`config.mk`:
```
export PLATFORM = sky130hd
export DESIGN_NAME = dmasbr_top
export DESIGN_NICKNAME = d
export VERILOG_FILES = /design/src/design/dmasbr_req_bits.v /design/src/design/dmasbr_top.v
export VERILOG_INCLUDE_DIRS = /design/src /design/src/include
export SDC_FILE = /design/constraint.sdc
export NUM_CORES = 1
export LEC_CHECK = 0
export BUFFER_PORTS_ARGS = -buffer_cell sky130_fd_sc_hd__buf_2
export CAP_MARGIN = 40
export CORE_ASPECT_RATIO = 0.5
export CORE_MARGIN = 2
export CORE_UTILIZATION = 44
export DETAILED_ROUTE_END_ITERATION = 10
export GPL_TIMING_DRIVEN = 0
export PLACE_DENSITY = 0.74
export SLEW_MARGIN = 20
export SYNTH_ARGS = -nofsm -noshare
export SYNTH_HDL_FRONTEND = slang
export SYNTH_HIERARCHICAL = 1
export SYNTH_SLANG_ARGS = --single-unit
```
`constraint.sdc`:
```
create_clock -name aclk -period 1.6 [get_ports aclk]
set_clock_uncertainty 0.1 [all_clocks]
set_input_delay 0.32 -clock aclk [delete_from_list [all_inputs] [get_ports aclk]]
set_output_delay 0.32 -clock aclk [all_outputs]
set_load 0.02 [all_outputs]
```
`src/include/dmasbr_regs.vh`:
```
// Functional notes
// - One read-only active flag per channel 0 and 1, high while enabled.
// - A channel's active flag clears itself when its transfer finishes.
// - Burst request bits sit at positions 0 to 13 and 15; 14 reserved.
// - Reading a request bit shows 1 while its burst runs, 0 when stopped.
// - Writing 1 to a request bit raises a burst request on that line.
// - Writing 0 to a request bit does nothing.
// - A request bit clears when its software burst completes.
// - While the circuit is stopped, reads and writes of every register except the configuration word are blocked.
`ifndef DMASBR_REGS_VH
`define DMASBR_REGS_VH

// Byte offsets of the register words
`define DMASBR_OFS_CHAN_ACTIVE  4'h0
`define DMASBR_OFS_SW_BURST_REQ 4'h4
`define DMASBR_OFS_CONFIG       4'h8
`define DMASBR_OFS_CHAN_START   4'hC

// Implemented request lines: 0..13 and 15
`define DMASBR_REQ_MASK         16'hBFFF
// Circuit operate bit in the configuration word
`define DMASBR_CFG_OPERATE_BIT  0
// Responses
`define DMASBR_RESP_OKAY        2'h0
`define DMASBR_RESP_SLVERR      2'h2
// Reset values
`define DMASBR_RST_REQ          16'h0000
`define DMASBR_RST_CHAN         2'h0

`endif

```
`src/design/dmasbr_req_bits.v`:
```
`timescale 1ns/100ps
`include "dmasbr_regs.vh"

// Set/clear flag bank: set wins over clear in the same cycle only on an idle bit; on a set bit clear wins
module dmasbr_req_bits #(
    parameter WIDTH = 16,
    parameter [WIDTH-1:0] MASK = {WIDTH{1'b1}}
) (
    input  wire             aclk,
    input  wire             aresetn,
    input  wire [WIDTH-1:0] set_in,
    input  wire [WIDTH-1:0] clr_in,
    output reg  [WIDTH-1:0] flags_ff,
    output reg  [WIDTH-1:0] new_ff
);
    wire [WIDTH-1:0] nxt_flags;
    wire [WIDTH-1:0] fresh;

    // Only bits that were idle start a new request
    assign fresh     = set_in & ~flags_ff & MASK;
    assign nxt_flags = ((flags_ff & ~clr_in) | fresh) & MASK;

    // Flags and one-cycle start pulses
    always @(posedge aclk) begin
        if (!aresetn) begin
            flags_ff <= {WIDTH{1'b0}};
            new_ff   <= {WIDTH{1'b0}};
        end else begin
            flags_ff <= nxt_flags;
            new_ff   <= fresh;
        end
    end
endmodule // dmasbr_req_bits

```
`src/design/dmasbr_top.v`:
```
`timescale 1ns/100ps
`include "dmasbr_regs.vh"

module dmasbr_top #(
    parameter NUM_CHAN = 2,
    parameter NUM_REQ  = 16
) (
    input  wire                aclk,
    input  wire                aresetn,
    // AXI4-Lite slave
    input  wire [3:0]          s_axi_awaddr,
    input  wire                s_axi_awvalid,
    output reg                 s_axi_awready,
    input  wire [31:0]         s_axi_wdata,
    input  wire [3:0]          s_axi_wstrb,
    input  wire                s_axi_wvalid,
    output reg                 s_axi_wready,
    output reg  [1:0]          s_axi_bresp,
    output reg                 s_axi_bvalid,
    input  wire                s_axi_bready,
    input  wire [3:0]          s_axi_araddr,
    input  wire                s_axi_arvalid,
    output reg                 s_axi_arready,
    output reg  [31:0]         s_axi_rdata,
    output reg  [1:0]          s_axi_rresp,
    output reg                 s_axi_rvalid,
    input  wire                s_axi_rready,
    // Transfer engine side
    input  wire [NUM_CHAN-1:0] chan_done,
    input  wire [NUM_REQ-1:0]  burst_done,
    output reg  [NUM_CHAN-1:0] chan_active_ff,
    output reg  [NUM_REQ-1:0]  burst_req_pulse_ff,
    output reg  [NUM_REQ-1:0]  sw_burst_req_ff
);
    // Bus-side holding state and flags
    reg                 cfg_operate_ff;
    reg                 aw_held_ff;
    reg                 w_held_ff;
    reg  [3:0]          awaddr_ff;
    reg  [31:0]         wdata_ff;
    reg  [3:0]          wstrb_ff;
    reg  [NUM_CHAN-1:0] chan_flags_ff;
    // Combinational next values
    reg  [NUM_CHAN-1:0] chan_set;
    reg  [NUM_REQ-1:0]  req_set;
    reg  [1:0]          nxt_bresp;
    reg                 nxt_operate;
    reg  [31:0]         nxt_rdata;
    reg  [1:0]          nxt_rresp;
    reg                 rd_ok;
    wire                nxt_awready;
    wire                nxt_wready;
    wire                nxt_arready;
    wire [NUM_CHAN-1:0] nxt_chan_flags;
    wire                do_write;
    wire                do_read;
    // Request flag bank outputs
    wire [NUM_REQ-1:0]  req_flags;
    wire [NUM_REQ-1:0]  req_new;

    // Register word for an offset; stopped circuit hides the DMA words
    function [32:0] read_word;
        input [3:0] addr;
        input       operate;
        begin
            case (addr)
                `DMASBR_OFS_CONFIG:
                    read_word = {1'b1, 31'h00000000, operate};
                `DMASBR_OFS_CHAN_ACTIVE:
                    read_word = operate ? {1'b1, {(32-NUM_CHAN){1'b0}}, chan_flags_ff}
                                        : 33'h000000000;
                `DMASBR_OFS_SW_BURST_REQ:
                    read_word = operate ? {1'b1, {(32-NUM_REQ){1'b0}}, req_flags}
                                        : 33'h000000000;
                default:
                    read_word = 33'h000000000;
            endcase
        end
    endfunction

    dmasbr_req_bits #(
        .WIDTH (NUM_REQ),
        .MASK  (`DMASBR_REQ_MASK)
    ) u_req_bits (
        .aclk     (aclk),
        .aresetn  (aresetn),
        .set_in   (req_set),
        .clr_in   (burst_done),
        .flags_ff (req_flags),
        .new_ff   (req_new)
    );

    // A write completes once both halves are held and no response waits
    assign do_write = aw_held_ff && w_held_ff && !s_axi_bvalid;
    assign do_read  = s_axi_arvalid && s_axi_arready;

    // Ready stands one cycle; a held half is refused until B is taken
    assign nxt_awready = !aw_held_ff && !s_axi_awready && s_axi_awvalid;
    assign nxt_wready  = !w_held_ff && !s_axi_wready && s_axi_wvalid;
    assign nxt_arready = s_axi_arvalid && !s_axi_arready && !s_axi_rvalid;

    // Start sets, finish clears, start wins a tie
    assign nxt_chan_flags = (chan_flags_ff & ~chan_done) | chan_set;

    // Decode of the write that completes this cycle
    always @* begin
        req_set     = {NUM_REQ{1'b0}};
        chan_set    = {NUM_CHAN{1'b0}};
        nxt_operate = cfg_operate_ff;
        nxt_bresp   = `DMASBR_RESP_OKAY;
        if (do_write) begin
            case (awaddr_ff)
                `DMASBR_OFS_CONFIG: begin
                    if (wstrb_ff[0])
                        nxt_operate = wdata_ff[`DMASBR_CFG_OPERATE_BIT];
                end
                `DMASBR_OFS_SW_BURST_REQ: begin
                    // Zeros ignored; ones only on enabled lanes
                    if (cfg_operate_ff) begin
                        req_set = wdata_ff[NUM_REQ-1:0] &
                                  {{8{wstrb_ff[1]}}, {8{wstrb_ff[0]}}};
                    end else begin
                        nxt_bresp = `DMASBR_RESP_SLVERR;
                    end
                end
                `DMASBR_OFS_CHAN_START: begin
                    if (cfg_operate_ff && wstrb_ff[0])
                        chan_set = wdata_ff[NUM_CHAN-1:0];
                    else if (!cfg_operate_ff)
                        nxt_bresp = `DMASBR_RESP_SLVERR;
                end
                `DMASBR_OFS_CHAN_ACTIVE: begin
                    if (!cfg_operate_ff)
                        nxt_bresp = `DMASBR_RESP_SLVERR;
                end
                default: nxt_bresp = `DMASBR_RESP_SLVERR;
            endcase
        end
    end

    // Read data and response; top bit of the word marks a mapped, open register
    always @* begin
        {rd_ok, nxt_rdata} = read_word(s_axi_araddr, cfg_operate_ff);
        nxt_rresp          = rd_ok ? `DMASBR_RESP_OKAY : `DMASBR_RESP_SLVERR;
    end

    // Write channel: address and data taken in either order
    always @(posedge aclk) begin
        if (!aresetn) begin
            s_axi_awready <= 1'b0;
            s_axi_wready  <= 1'b0;
            s_axi_bvalid  <= 1'b0;
            s_axi_bresp   <= `DMASBR_RESP_OKAY;
            aw_held_ff    <= 1'b0;
            w_held_ff     <= 1'b0;
            awaddr_ff     <= 4'h0;
            wdata_ff      <= 32'h00000000;
            wstrb_ff      <= 4'h0;
        end else begin
            s_axi_awready <= nxt_awready;
            s_axi_wready  <= nxt_wready;
            if (s_axi_awvalid && s_axi_awready) begin
                aw_held_ff <= 1'b1;
                awaddr_ff  <= s_axi_awaddr;
            end
            if (s_axi_wvalid && s_axi_wready) begin
                w_held_ff <= 1'b1;
                wdata_ff  <= s_axi_wdata;
                wstrb_ff  <= s_axi_wstrb;
            end
            if (do_write) begin
                s_axi_bvalid <= 1'b1;
                s_axi_bresp  <= nxt_bresp;
            end else if (s_axi_bvalid && s_axi_bready) begin
                s_axi_bvalid <= 1'b0;
                aw_held_ff   <= 1'b0;
                w_held_ff    <= 1'b0;
            end
        end
    end

    // Read channel: one cycle arready, data the next
    always @(posedge aclk) begin
        if (!aresetn) begin
            s_axi_arready <= 1'b0;
            s_axi_rvalid  <= 1'b0;
            s_axi_rdata   <= 32'h00000000;
            s_axi_rresp   <= `DMASBR_RESP_OKAY;
        end else begin
            s_axi_arready <= nxt_arready;
            if (do_read) begin
                s_axi_rvalid <= 1'b1;
                s_axi_rdata  <= nxt_rdata;
                s_axi_rresp  <= nxt_rresp;
            end else if (s_axi_rvalid && s_axi_rready) begin
                s_axi_rvalid <= 1'b0;
            end
        end
    end

    // Channel flags: start sets, finish clears, start wins a tie
    always @(posedge aclk) begin
        if (!aresetn) begin
            chan_flags_ff  <= `DMASBR_RST_CHAN;
            chan_active_ff <= `DMASBR_RST_CHAN;
            cfg_operate_ff <= 1'b0;
        end else begin
            chan_flags_ff  <= nxt_chan_flags;
            chan_active_ff <= nxt_chan_flags;
            cfg_operate_ff <= nxt_operate;
        end
    end

    // Engine-facing copies, registered so outputs come from flip-flops
    always @(posedge aclk) begin
        if (!aresetn) begin
            burst_req_pulse_ff <= `DMASBR_RST_REQ;
            sw_burst_req_ff    <= `DMASBR_RST_REQ;
        end else begin
            burst_req_pulse_ff <= req_new;
            sw_burst_req_ff    <= req_flags;
        end
    end
endmodule // dmasbr_top

```
# [Yosys cells after proc, flatten, opt, wreduce, memory -nomap -nowiden]
# Index checks and enable logic that the tools add are counted.
[classes] reduce_logical=27 muxes=23 bitwise_logic=9 n_eq_ne=5
[op_table] operator="case mux 33 bit (3 select lines)" n=1
[op_table] operator="two-way mux 33 bit" n=2
[op_table] operator="AND 16 bit" n=3
[op_table] operator="two-way mux 16 bit" n=3
[op_table] operator="NOT 16 bit" n=2
[op_table] operator="bitwise OR 16 bit" n=1
[op_table] operator="logical AND 1 bit" n=14
[op_table] operator="equality test 4 bit (second input constant)" n=3
[op_table] operator="two-way mux 2 bit" n=6
[op_table] operator="two-way mux 1 bit" n=10
[op_table] operator="equality test 4 x 3 -> 1 bit (second input constant)" n=2
[op_table] operator="zero test 4 bit" n=2
[op_table] operator="zero test 1 bit" n=7
[op_table] operator="case mux 2 bit (3 select lines)" n=1
[op_table] operator="nonzero test 2 bit" n=2
[op_table] operator="AND reduction 3 bit" n=1
[op_table] operator="AND 2 bit" n=1
[op_table] operator="NOT 2 bit" n=1
[op_table] operator="bitwise OR 2 bit" n=1
[op_table] operator="OR reduction 2 bit" n=1
[word_totals] register_bits=132 word_cells=85

# [Depth between registers and ports, before layout]
# Gate-level depths: netlist (run 1).
[depth] depth_word=6 ltp_mapped=5 ltp_nobuf=4

# [Cells and area by module]
# The synthesis (run 1) kept the hierarchy.
[by_module_without_submodules] mod="dmasbr_top" instances=1 area_per_inst_um2=3057.9 cells_each=332
[by_module_without_submodules] mod="dmasbr_req_bits" instances=1 area_per_inst_um2=991.0 cells_each=81

# [Least setup slack after synthesis (run 1)]
# Ideal clock, no wire load.
[synth_path] path_kind="register to register" start="register awaddr_ff[3]" end="register u_req_bits.new_ff[4]" required_time_ns=1.440 path_buffers=0 slack_ns=0.018 path_stages_with_launch=5 arrival_time_ns=1.423 cell_sequence="dfxtp_1 > or4b_4 > nor3_4 > and2_1 > and3b_1"
[synth_via] elab_chain_len=4
[synth_rtl] item="from (decl)" line_no="dmasbr_top.v:39" rtl="reg [3:0] awaddr_ff;"
[synth_rtl] item="from (signal assigned)" line_no="dmasbr_top.v:164" rtl="awaddr_ff <= s_axi_awaddr;"
[synth_rtl] item="equality test 4 x 3 -> 1 bit" line_no="dmasbr_top.v:112" rtl="case (awaddr_ff)"
[synth_rtl] item="two-way mux 16 bit" line_no="dmasbr_top.v:112"
[synth_rtl] item="two-way mux 16 bit" line_no="dmasbr_top.v:111" rtl="if (do_write) begin"
[synth_rtl] item="net req_set[4]" line_no="dmasbr_top.v:45" rtl="reg [NUM_REQ-1:0] req_set;"
[synth_rtl] item="AND 16 bit" line_no="dmasbr_req_bits.v:20" rtl="assign fresh = set_in & ~flags_ff & MASK;"
[synth_rtl] item="to (signal assigned)" line_no="dmasbr_req_bits.v:27" rtl="new_ff <= {WIDTH{1'b0}};"
[synth_rtl] item="to (signal assigned)" line_no="dmasbr_req_bits.v:30" rtl="new_ff <= fresh;"
[synth_rtl] item="to (decl)" line_no="dmasbr_req_bits.v:14" rtl="output reg [WIDTH-1:0] new_ff"
# The timed path passes the listed nets, and every way through them passes these cells.
# A chain may end at the register's enable or synchronous reset.

# [Final worst setup path (run 1)]
[layout_path] start="register awaddr_ff[1]" end="register u_req_bits.new_ff[15]"
# Same word-level chain as after synthesis.

==> results by group, run 1 <==
Pwr
  • Cell Pwr Density: 1030 nW/um2
  • Reg power frac: 53.4%
  • Internal Pwr Total: 4.10 mW
  • Leak Pwr: 2.47 nW
  • Switching power: 1.16 mW
  • Sw Share: 22.1%
  • Clock network power share: 40.6%
  • Comb power frac: 5.9%
  • Max VDD drop: 0.000630 V

Status
  • Outcome: finished with violations
  • Violated checks: negative setup slack

Routing
  • DRT iter0 DRCs: 123
  • Drt via density: 4.70
  • Wire length per cell: 13.8 um
  • Pre-antenna DRT Iters: 4
  • DRC: 0
  • Final wirelength: 9160 um
  • Routed vias: 3121
  • Detail Route Antenna Nets: 0

Placed design
  • Place WS: -0.233 ns
  • DP Cell Count: 648
  • Buffers added on ports: 105
  • GP Congestion: 0.806
  • DP Wirelength: 6940 um

Critical path
  • Critical-path cell with the highest stage delay: or4b_4
  • CP startpoint kind: flop
  • CP Cell Sequence: or4b_4, nor3_4, and2_4, and3b_1
  • CP endpoint kind: flop
  • Required time of the worst setup path: 1.78 ns
  • CP Max Fanout: 7
  • Max incr delay on CP: 0.57 ns
  • CP arrival: 1.88 ns
  • Critical path type: reg -> reg

Final layout
  • Non-filler instance count after layout: 664
  • Ant. Diodes: 0
  • Layout cell share with drive strength beyond 1: 31.8%
  • Area Growth Syn to Fin: 27.3%
  • Fin nets: 611

Timing
  • Fmax: 587 MHz
  • Min Tclk post-route: 1.70 ns
  • Period Utilization, post-route: 106%
  • Final setup fails: 30
  • RSZ-0062 raised after global routing: yes
  • Final hold viol count: 0
  • Final setup margin: -0.103 ns
  • Worst-Margin Slew: 0.530 ns
  • Slew HR: 64.6%
  • Pins Over Slew Limit: 0

Floorplan
  • Core Area: 8770 um2
  • Initial Util: 45.7%
  • Io pins: 144
  • Row cnt: 24
  • Die X: 139 um
  • Die height: 71.5 um
  • Full die area: 9930 um2

Synthesis
  • Yosys warns: 6
  • Synthesized area per cell: 9.82 um2
  • Cells after synthesis: 408
  • Synthesized area: 4010 um2

Clock network
  • CTS sink cnt: 111
  • CTS tree: done
  • Clk Tree Root Cell: clkbuf_16
  • Max Root-Sink Buffers: 2
  • Clk slew on worst S/H paths: 0.07 ns
  • TritonCTS Buffers: 9
  • Clk_lat worst skew: 0.33 ns
  • # H-tree levels: 3

GRT
  • Largest net degree at the start of global routing: 18
  • Vias in the first global route: 2960
  • Antenna violations before repair: 0
  • Total gr overflow: 0
  • First-pass GRT wire length: 14500 um
  • Total track usage: 19.1%

Run
  • Max Cap Viol: 0

Min path
  • Min-Delay Path Class: in -> reg
critical path, delay by kind of cell, from the launching register on:
family / cells / cell delay, ns
flip-flops: 1 / 0.32
AND/OR/NAND/NOR: 4 / 1.24
stage by stage:
step	setup TNS (ns)	instance area, um2	util (%)	hold WS [ns]	total power, mW
finish	-1.78	5100	58.2	0.121	5.27
global placement	-7.25	4750	54.1	0.316	3.18
floorplan	0	4080	-	0.312	3.06
global route	-3.91	5100	58.2	0.123	5.46
detailed placement	-8.92	4750	54.1	0.319	3.18
CTS	-1.81	5090	58.0	0.109	5.31
registers in the layout, summed over array words and instances, names as in the netlist, 2 cells and up:
register / count
wdata_ff: 15
s_axi_rdata: 16
wstrb_ff: 2
u_req_bits/new_ff: 15
burst_req_pulse_ff: 16
awaddr_ff: 4
sw_burst_req_ff: 16
u_req_bits/flags_ff: 15
chan_flags_ff: 2
what timing repair did:
| action | in CTS | in global routing |
|---|---|---|
| gates resized for setup | 16 | 8 |
| hold buffers | 0 | 0 |
| endpoints found under the setup margin | 40 | 48 |
| pin swaps | 34 | 12 |
| buffers inserted | 2 | 0 |
metal layers:
metal,GRT usage [%],vias to the layer above,share of wire [%]
met1,24.3,1435,46
met2,32.2,86,48
met3,5.08,8,4.9
met4,6.29,0,1.3
met5,0,-,0
li1,-,1592,-
worst paths after layout:
check	start	to	slack [ns]	cells past startpoint
hold reg to reg	u_req_bits/new_ff[1]$_SDFF_PN0_	burst_req_pulse_ff[1]$_SDFF_PN0_	0.34	1
setup / recovery	awaddr_ff[1]$_SDFFE_PN0P_	u_req_bits/new_ff[15]$_SDFF_PN0_	-0.10	4
setup reg to reg	awaddr_ff[1]$_SDFFE_PN0P_	u_req_bits/new_ff[15]$_SDFF_PN0_	-0.10	4
hold / removal	s_axi_wdata[10]	wdata_ff[10]$_SDFFE_PN0P_	0.12	3
cell type report:
class / instances / area, um2
multi-input combinational: 273 / 1640
clock inverter: 4 / 28.8
inverter: 2 / 7.51
timing repair buffer: 107 / 541
buffer: 38 / 246
sequential: 111 / 2230
clock buffer: 12 / 267
tap: 117 / 146
fill: 830 / 3670
placed cells by master (no fill, tap or decap), types with 2 or more instances in the layout:
master      count
nor3_1          4
inv_1           2
clkbuf_16       9
and2_4         12
clkbuf_1       10
dfxtp_1       107
nand2b_1        2
buf_4          22
clkbuf_8        3
a21boi_1        5
o211a_1        15
clkinvlp_4      2
and3b_1        16
nor2_1          2
a21oi_1         2
a21boi_0       20
mux2i_1         2
nand3_1        21
nor3_4          2
nand4_1         4
dfxtp_2         4
and2_1         37
clkbuf_2        2
buf_2         108
buf_6           3
nand2_1        77
o31ai_1         2
nand3b_1        2
o21ai_1         2
conb_1         20
o21ai_0        16
power groups by stage:
stage | sequential [mW] | combinational [mW] | clock [mW]
floorplan | 2.88 | 0.174 | 0
global placement | 2.88 | 0.304 | 0
detailed placement | 2.88 | 0.307 | 0
CTS | 2.81 | 0.310 | 2.18
global route | 2.82 | 0.343 | 2.30
finish | 2.81 | 0.312 | 2.14
Power figures use the tool's default switching activity.
==> run 2, diff against run 1 <==
CORE_UTILIZATION = 40   (was 44)
PLACE_DENSITY = 0.68   (was 0.74)
==> run 2 against run 1 <==
Compared with the run above: the run still ends with negative setup slack left; non-clock buffer count shrank 1; sequential power is essentially flat; worst hold slack lost 0.012 ns; total power grew 2.3%; die area grew 9.6%; critical path type unchanged.
==> results by group, run 2 (synthesis gave the netlist of run 1 again) <==
Critical path
  • Worst R2R Start: awaddr_ff[1]$_SDFFE_PN0P_
  • FF-to-FF setup slack: -0.13 ns (-0.02 ns)
  • FF-to-FF End: u_req_bits/new_ff[11]$_SDFF_PN0_
  • CP arrival: 1.91 ns (+0.03 ns)
  • CP Cell Sequence: or4b_4, nor3_4, and2_4, and3b_1
  • Required time of the worst setup path: 1.79 ns (about the same)
  • Max incr delay on CP: 0.58 ns (about the same)
  • CP Max Fanout: 7 (unchanged)
  • CP startpoint kind: flop
  • CP top delay family: simple AND/OR/NAND/NOR gates
  • Critical-path cell with the highest stage delay: or4b_4
  • Worst reg2reg path depth: 4 (unchanged)
  • CP endpoint kind: flop
  • Critical path type: reg -> reg
  • CP bufs+invs: 0 (unchanged)

Floorplan
  • Initial Util: 41.7% (-4.0 points)
  • Row cnt: 25 (+4.2%)
  • Full die area: 10900 um2 (+9.6%)
  • Die X: 146 um (+4.7%)
  • Io pins: 144 (unchanged)
  • Die height: 74.8 um (+4.6%)
  • Core Area: 9600 um2 (+9.5%)

Clock network
  • Clk Tree Root Cell: clkbuf_16
  • Clk_lat worst skew: 0.34 ns (about the same)
  • TritonCTS Buffers: 9 (unchanged)
  • Clk slew on worst S/H paths: 0.07 ns (about the same)
  • # H-tree levels: 3 (unchanged)
  • Max Root-Sink Buffers: 2 (unchanged)
  • CTS tree: done
  • Post-CTS Hold Buffers: 0 (unchanged)
  • CTS sink cnt: 111 (unchanged)

Final layout
  • Layout cell share with drive strength beyond 1: 31.9% (+0.058 points)
  • Biggest regs: burst_req_pulse_ff x16, s_axi_rdata x16, sw_burst_req_ff x16
  • Filler cell count: 910 (+9.6%)
  • Ant. Diodes: 0 (unchanged)
  • Area Growth Syn to Fin: 28.0%
  • Fin nets: 610 (-0.16%)
  • Most frequent cells in the layout: buf_2, dfxtp_1, nand2_1
  • Util after Layout: 53.4% (-4.8 points)

Timing
  • Pins Over Slew Limit: 0 (unchanged)
  • Final setup fails: 30 (unchanged)
  • Final hold viol count: 0 (unchanged)
  • Period Utilization, post-route: 108% (+1.4 points)
  • Min Tclk post-route: 1.73 ns (+0.0227 ns)
  • Slew HR: 56.7% (-7.9 points)
  • Final setup margin: -0.125 ns (-0.0227 ns)
  • Worst-Margin Slew: 0.633 ns (+0.103 ns)
  • RSZ-0062 raised after global routing: yes
  • Fmax: 580 MHz (-1.3%)

GRT
  • Antenna violations before repair: 0 (unchanged)
  • First-pass GRT wire length: 14600 um (+0.19%)
  • Total track usage: 17.6% (-1.4 points)
  • Largest net degree at the start of global routing: 19 (+1)
  • Total gr overflow: 0 (unchanged)
  • Vias in the first global route: 2838 (-4.1%)

Routing
  • Final wirelength: 9430 um (+3.0%)
  • Detail Route Antenna Nets: 0 (unchanged)
  • DRC: 0 (unchanged)
  • Drt via density: 4.54 (-3.3%)
  • Pre-antenna DRT Iters: 4 (unchanged)
  • Routed vias: 3095 (-0.83%)
  • Wire length per cell: 13.9 um (+0.44%)
  • DRT iter0 DRCs: 116 (-5.7%)

Pwr
  • Leak Pwr: 2.47 nW (+0.21%)
  • Clock network power share: 42.0% (+1.4 points)
  • Cell Pwr Density: 1050 nW/um2 (+1.8%)
  • Sw Share: 22.4% (+0.31 points)
  • Comb power frac: 5.8% (about the same)
  • Switching power: 1.21 mW (+3.8%)
  • Max VDD drop: 0.000538 V (-15%)
  • Reg power frac: 52.2% (-1.2 points)
  • Final Total Pwr: 5.39 mW (+2.3%)
  • Internal Pwr Total: 4.18 mW (+1.9%)

Placed design
  • Buffers added on ports: 105 (unchanged)
  • DP Wirelength: 7000 um (+0.91%)
  • Place WS: -0.218 ns (+0.0150 ns)
  • GP Congestion: 0.823 (+2.2%)

Min path
  • Min-Delay Path Class: in -> reg
  • WHS Path Cells: 3 (unchanged)
  • Hold Crit Start: s_axi_arvalid
  • WHS Endpoint: s_axi_arready$_SDFF_PN0_

Status
  • Violated checks: negative setup slack
  • Outcome: finished with violations

Run
  • Max Cap Viol: 0 (unchanged)
[run 2: worst max-delay path by stage]
stage	cells past startpoint	from	to	slack, ns
after floorplan	4	awaddr_ff[3]$_SDFFE_PN0P_	u_req_bits/new_ff[4]$_SDFF_PN0_	0.02
after global placement	5	aresetn	s_axi_rresp[1]$_SDFFE_PN0P_	-0.22
after detailed placement	5	aresetn	s_axi_rresp[1]$_SDFFE_PN0P_	-0.22
after CTS	4	awaddr_ff[1]$_SDFFE_PN0P_	u_req_bits/new_ff[11]$_SDFF_PN0_	-0.12
after global routing	4	awaddr_ff[1]$_SDFFE_PN0P_	u_req_bits/new_ff[11]$_SDFF_PN0_	-0.19
final	4	awaddr_ff[1]$_SDFFE_PN0P_	u_req_bits/new_ff[11]$_SDFF_PN0_	-0.13
[run 2: area by class of cell]
| class | instances | area [um2] | share of cell area, % |
|---|---|---|---|
| well taps | 135 | 169 | 3.29 |
| flip-flops and latches | 111 | 2230 | 43.4 |
| inverters | 2 | 7.51 | 0.146 |
| repair buffers | 106 | 533 | 10.4 |
| clock inverters | 6 | 68.8 | 1.34 |
| clock buffers | 10 | 239 | 4.66 |
| plain buffers | 38 | 246 | 4.81 |
| multi-input cells | 273 | 1640 | 31.9 |
[run 2: stage by stage]
step	setup TNS [ns]	area, um2	hold WS (ns)	instances
after floorplan	0	4080	0.312	426
after global placement	-6.80	4770	0.315	666
after detailed placement	-8.67	4770	0.318	666
after CTS	-2.37	5120	0.0964	683
after global routing	-4.05	5130	0.116	681
final	-2.38	5130	0.109	681
[run 2: power groups by stage]
stage	clock (mW)	sequential [mW]	combinational [mW]
2_1_floorplan	0	2.88	0.174
3_3_place_gp	0	2.88	0.306
3_5_place_dp	0	2.88	0.309
4_1_cts	2.31	2.81	0.312
5_1_grt	2.41	2.82	0.341
6_report	2.26	2.81	0.312
[run 2: repair_timing]
| item | in CTS | in global routing |
|---|---|---|
| pin swaps | 33 | 8 |
| setup buffers | 1 | 0 |
| resized for setup | 15 | 8 |
| setup endpoints to repair | 40 | 47 |
[run 2: worst reg2reg max path, stage by stage (launching register included)]
cell and delay [ns]:
dfxtp_2 0.32, or4b_4 0.58, nor3_4 0.28, and2_4 0.23, and3b_1 0.16
[run 2: per-layer routing]
metal  routed length (um)  up-vias  share of wire (%)  GRT usage (%)
met2                 4140       98                 44           27.5
met3                  538       15                5.7           5.21
met4                  174        0                1.8           6.97
li1                     -     1596                  -              -
met5                    0        -                  0              0
met1                 4580     1386                 49           23.5
==> run 3, diff against run 2 <==
--- a/config.mk
+++ b/config.mk
@@ -10,3 +10,3 @@
 export CAP_MARGIN = 40
-export CORE_ASPECT_RATIO = 0.5
+export CORE_ASPECT_RATIO = 0.9
 export CORE_MARGIN = 2
==> constraint.sdc (replaced) <==
create_clock -name aclk -period 1.6 [get_ports aclk]
set_clock_uncertainty 0.1 [all_clocks]
set_input_delay 0.24 -clock aclk [delete_from_list [all_inputs] [get_ports aclk]]
set_output_delay 0.24 -clock aclk [all_outputs]
set_load 0.02 [all_outputs]
==> run 3 against run 2 <==
Compared with the run above: the flow still finishes with violations (negative setup slack); critical path type unchanged; via count increased by 0.94%; cell area decreased by 1.3%; worst hold slack lost 0.095 ns; wire length shrank 2.8%; utilization down 1.2 points.
==> results by group, run 3 (synthesis gave the netlist of run 1 again) <==
Placed design
  • GP Congestion: 0.802 (-2.6%)
  • DP Wirelength: 7020 um (+0.20%)
  • DP Cell Count: 657 (-1.4%)
  • Place WS: -0.323 ns (-0.105 ns)
  • Buffers added on ports: 105 (unchanged)

Critical path
  • CP Max Fanout: 8 (+1)
  • Critical path type: reg -> reg
  • Critical-path cell with the highest stage delay: or4b_4
  • CP endpoint kind: flop
  • Required time of the worst setup path: 1.81 ns (+0.02 ns)
  • CP Cell Sequence: or4b_4, nor3_4, and2_4, and3b_1
  • Max incr delay on CP: 0.57 ns (about the same)
  • CP arrival: 1.91 ns (about the same)
  • CP startpoint kind: flop
  • FF-to-FF setup slack: -0.10 ns (+0.03 ns)

Clock network
  • CTS tree: done
  • Clk slew on worst S/H paths: 0.10 ns (+0.03 ns)
  • Clk Tree Root Cell: clkbuf_8
  • TritonCTS Buffers: 9 (unchanged)
  • # H-tree levels: 3 (unchanged)
  • Clk_lat worst skew: 0.37 ns (+0.03 ns)
  • CTS sink cnt: 111 (unchanged)
  • Max Root-Sink Buffers: 2 (unchanged)

Final layout
  • Most common cell after layout, fill and taps aside: buf_2
  • Area Growth Syn to Fin: 26.4%
  • Util after Layout: 52.2% (-1.2 points)
  • Most frequent cells in the layout: buf_2, dfxtp_1, nand2_1
  • Ant. Diodes: 0 (unchanged)
  • Non-filler instance count after layout: 678 (-0.44%)
  • Biggest regs: burst_req_pulse_ff x16, s_axi_rdata x16, sw_burst_req_ff x16
  • Layout cell share with drive strength beyond 1: 31.0% (-0.89 points)
  • Fin nets: 616 (+0.98%)

Floorplan
  • Initial Util: 41.3% (-0.41 points)
  • Row cnt: 34 (+36%)
  • Io pins: 144 (unchanged)
  • Die height: 99.0 um (+32%)
  • Die X: 110 um (-25%)
  • Core Area: 9700 um2 (+1.0%)
  • Full die area: 10800 um2 (-0.44%)

Timing
  • Slew HR: 62.6% (+5.9 points)
  • Pins Over Slew Limit: 0 (unchanged)
  • Period Utilization, post-route: 106% (-1.6 points)
  • RSZ-0062 raised after global routing: yes
  • Fmax: 588 MHz (+1.5%)
  • Final setup fails: 30 (unchanged)
  • Min Tclk post-route: 1.70 ns (-0.0250 ns)
  • Final setup margin: -0.100 ns (+0.0250 ns)
  • Worst-Margin Slew: 0.560 ns (-0.0729 ns)
  • Final hold viol count: 0 (unchanged)

Pwr
  • Max VDD drop: 0.000464 V (-14%)
  • Leak Pwr: 2.45 nW (-0.99%)
  • Cell Pwr Density: 944 nW/um2 (-10%)
  • Final Total Pwr: 4.78 mW (-11%)

Run
  • Max Cap Viol: 0 (unchanged)

Status
  • Outcome: finished with violations
  • Violated checks: negative setup slack

Routing
  • DRT iter0 DRCs: 128 (+10%)
  • Routed vias: 3124 (+0.94%)
  • Wire length per cell: 13.5 um (-2.4%)
  • Final wirelength: 9170 um (-2.8%)
  • DRC: 0 (unchanged)
  • Drt via density: 4.61 (+1.4%)
  • Detail Route Antenna Nets: 0 (unchanged)
  • Pre-antenna DRT Iters: 4 (unchanged)

GRT
  • Antenna violations before repair: 0 (unchanged)
  • Total gr overflow: 0 (unchanged)
  • First-pass GRT wire length: 14100 um (-3.5%)
  • Largest net degree at the start of global routing: 21 (+2)
  • Vias in the first global route: 2897 (+2.1%)
  • Total track usage: 17.1% (-0.56 points)

Min path
  • Min-Delay Path Class: in -> reg
[run 3: layout make-up]
type	instances	area, um2
clock inverters	6	57.6
flip-flops and latches	111	2230
well taps	126	158
inverters	2	7.51
fillers	914	4640
clock buffers	10	138
multi-input cells	273	1630
plain buffers	37	243
repair buffers	113	603
[run 3: power breakdown]
group	switching [mW]	leakage, nW	internal (mW)
logic	0.184	1.45	0.139
clock network	0.991	0.102	0.652
registers	0.0227	0.898	2.79
total	1.20	2.45	3.58
[run 3: layer usage]
layer	share of wire (%)	track usage, %	up-vias
li1	-	-	1599
met1	48	22.7	1417
met2	45	27.5	101
met3	5.9	4.30	7
met4	1.0	4.67	0
met5	0	0	-
[run 3: critical path, delay by kind of cell (launching register included)]
kind | cells | cell delay (ns)
DFF | 1 | 0.34
and+or+nand+nor | 4 | 1.20
[run 3: per-stage QoR]
step	area (um2)	hold slack [ns]	setup TNS (ns)
6_report	5060	0.0140	-2.26
5_1_grt	5060	0.00195	-3.88
4_1_cts	5060	0.00496	-2.58
3_5_place_dp	4760	0.318	-7.24
3_3_place_gp	4760	0.316	-5.18
2_1_floorplan	4080	0.244	0
[run 3: worst paths after layout]
path | cells past startpoint | from | to
setup / recovery | 4 | awaddr_ff[1]$_SDFFE_PN0P_ | u_req_bits/new_ff[0]$_SDFF_PN0_
hold / removal | 3 | s_axi_wdata[13] | wdata_ff[13]$_SDFFE_PN0P_
setup reg to reg | 4 | awaddr_ff[1]$_SDFFE_PN0P_ | u_req_bits/new_ff[0]$_SDFF_PN0_
hold reg to reg | 1 | u_req_bits/new_ff[9]$_SDFF_PN0_ | burst_req_pulse_ff[9]$_SDFF_PN0_
[run 3: what timing repair did]
action	4_1_cts	5_1_grt
cloned	0	0
gates resized for setup	14	7
pin swaps	28	5
setup endpoints to repair	38	45
hold buffers	7	0
buffers inserted	1	0
endpoints found under the hold margin	7	0
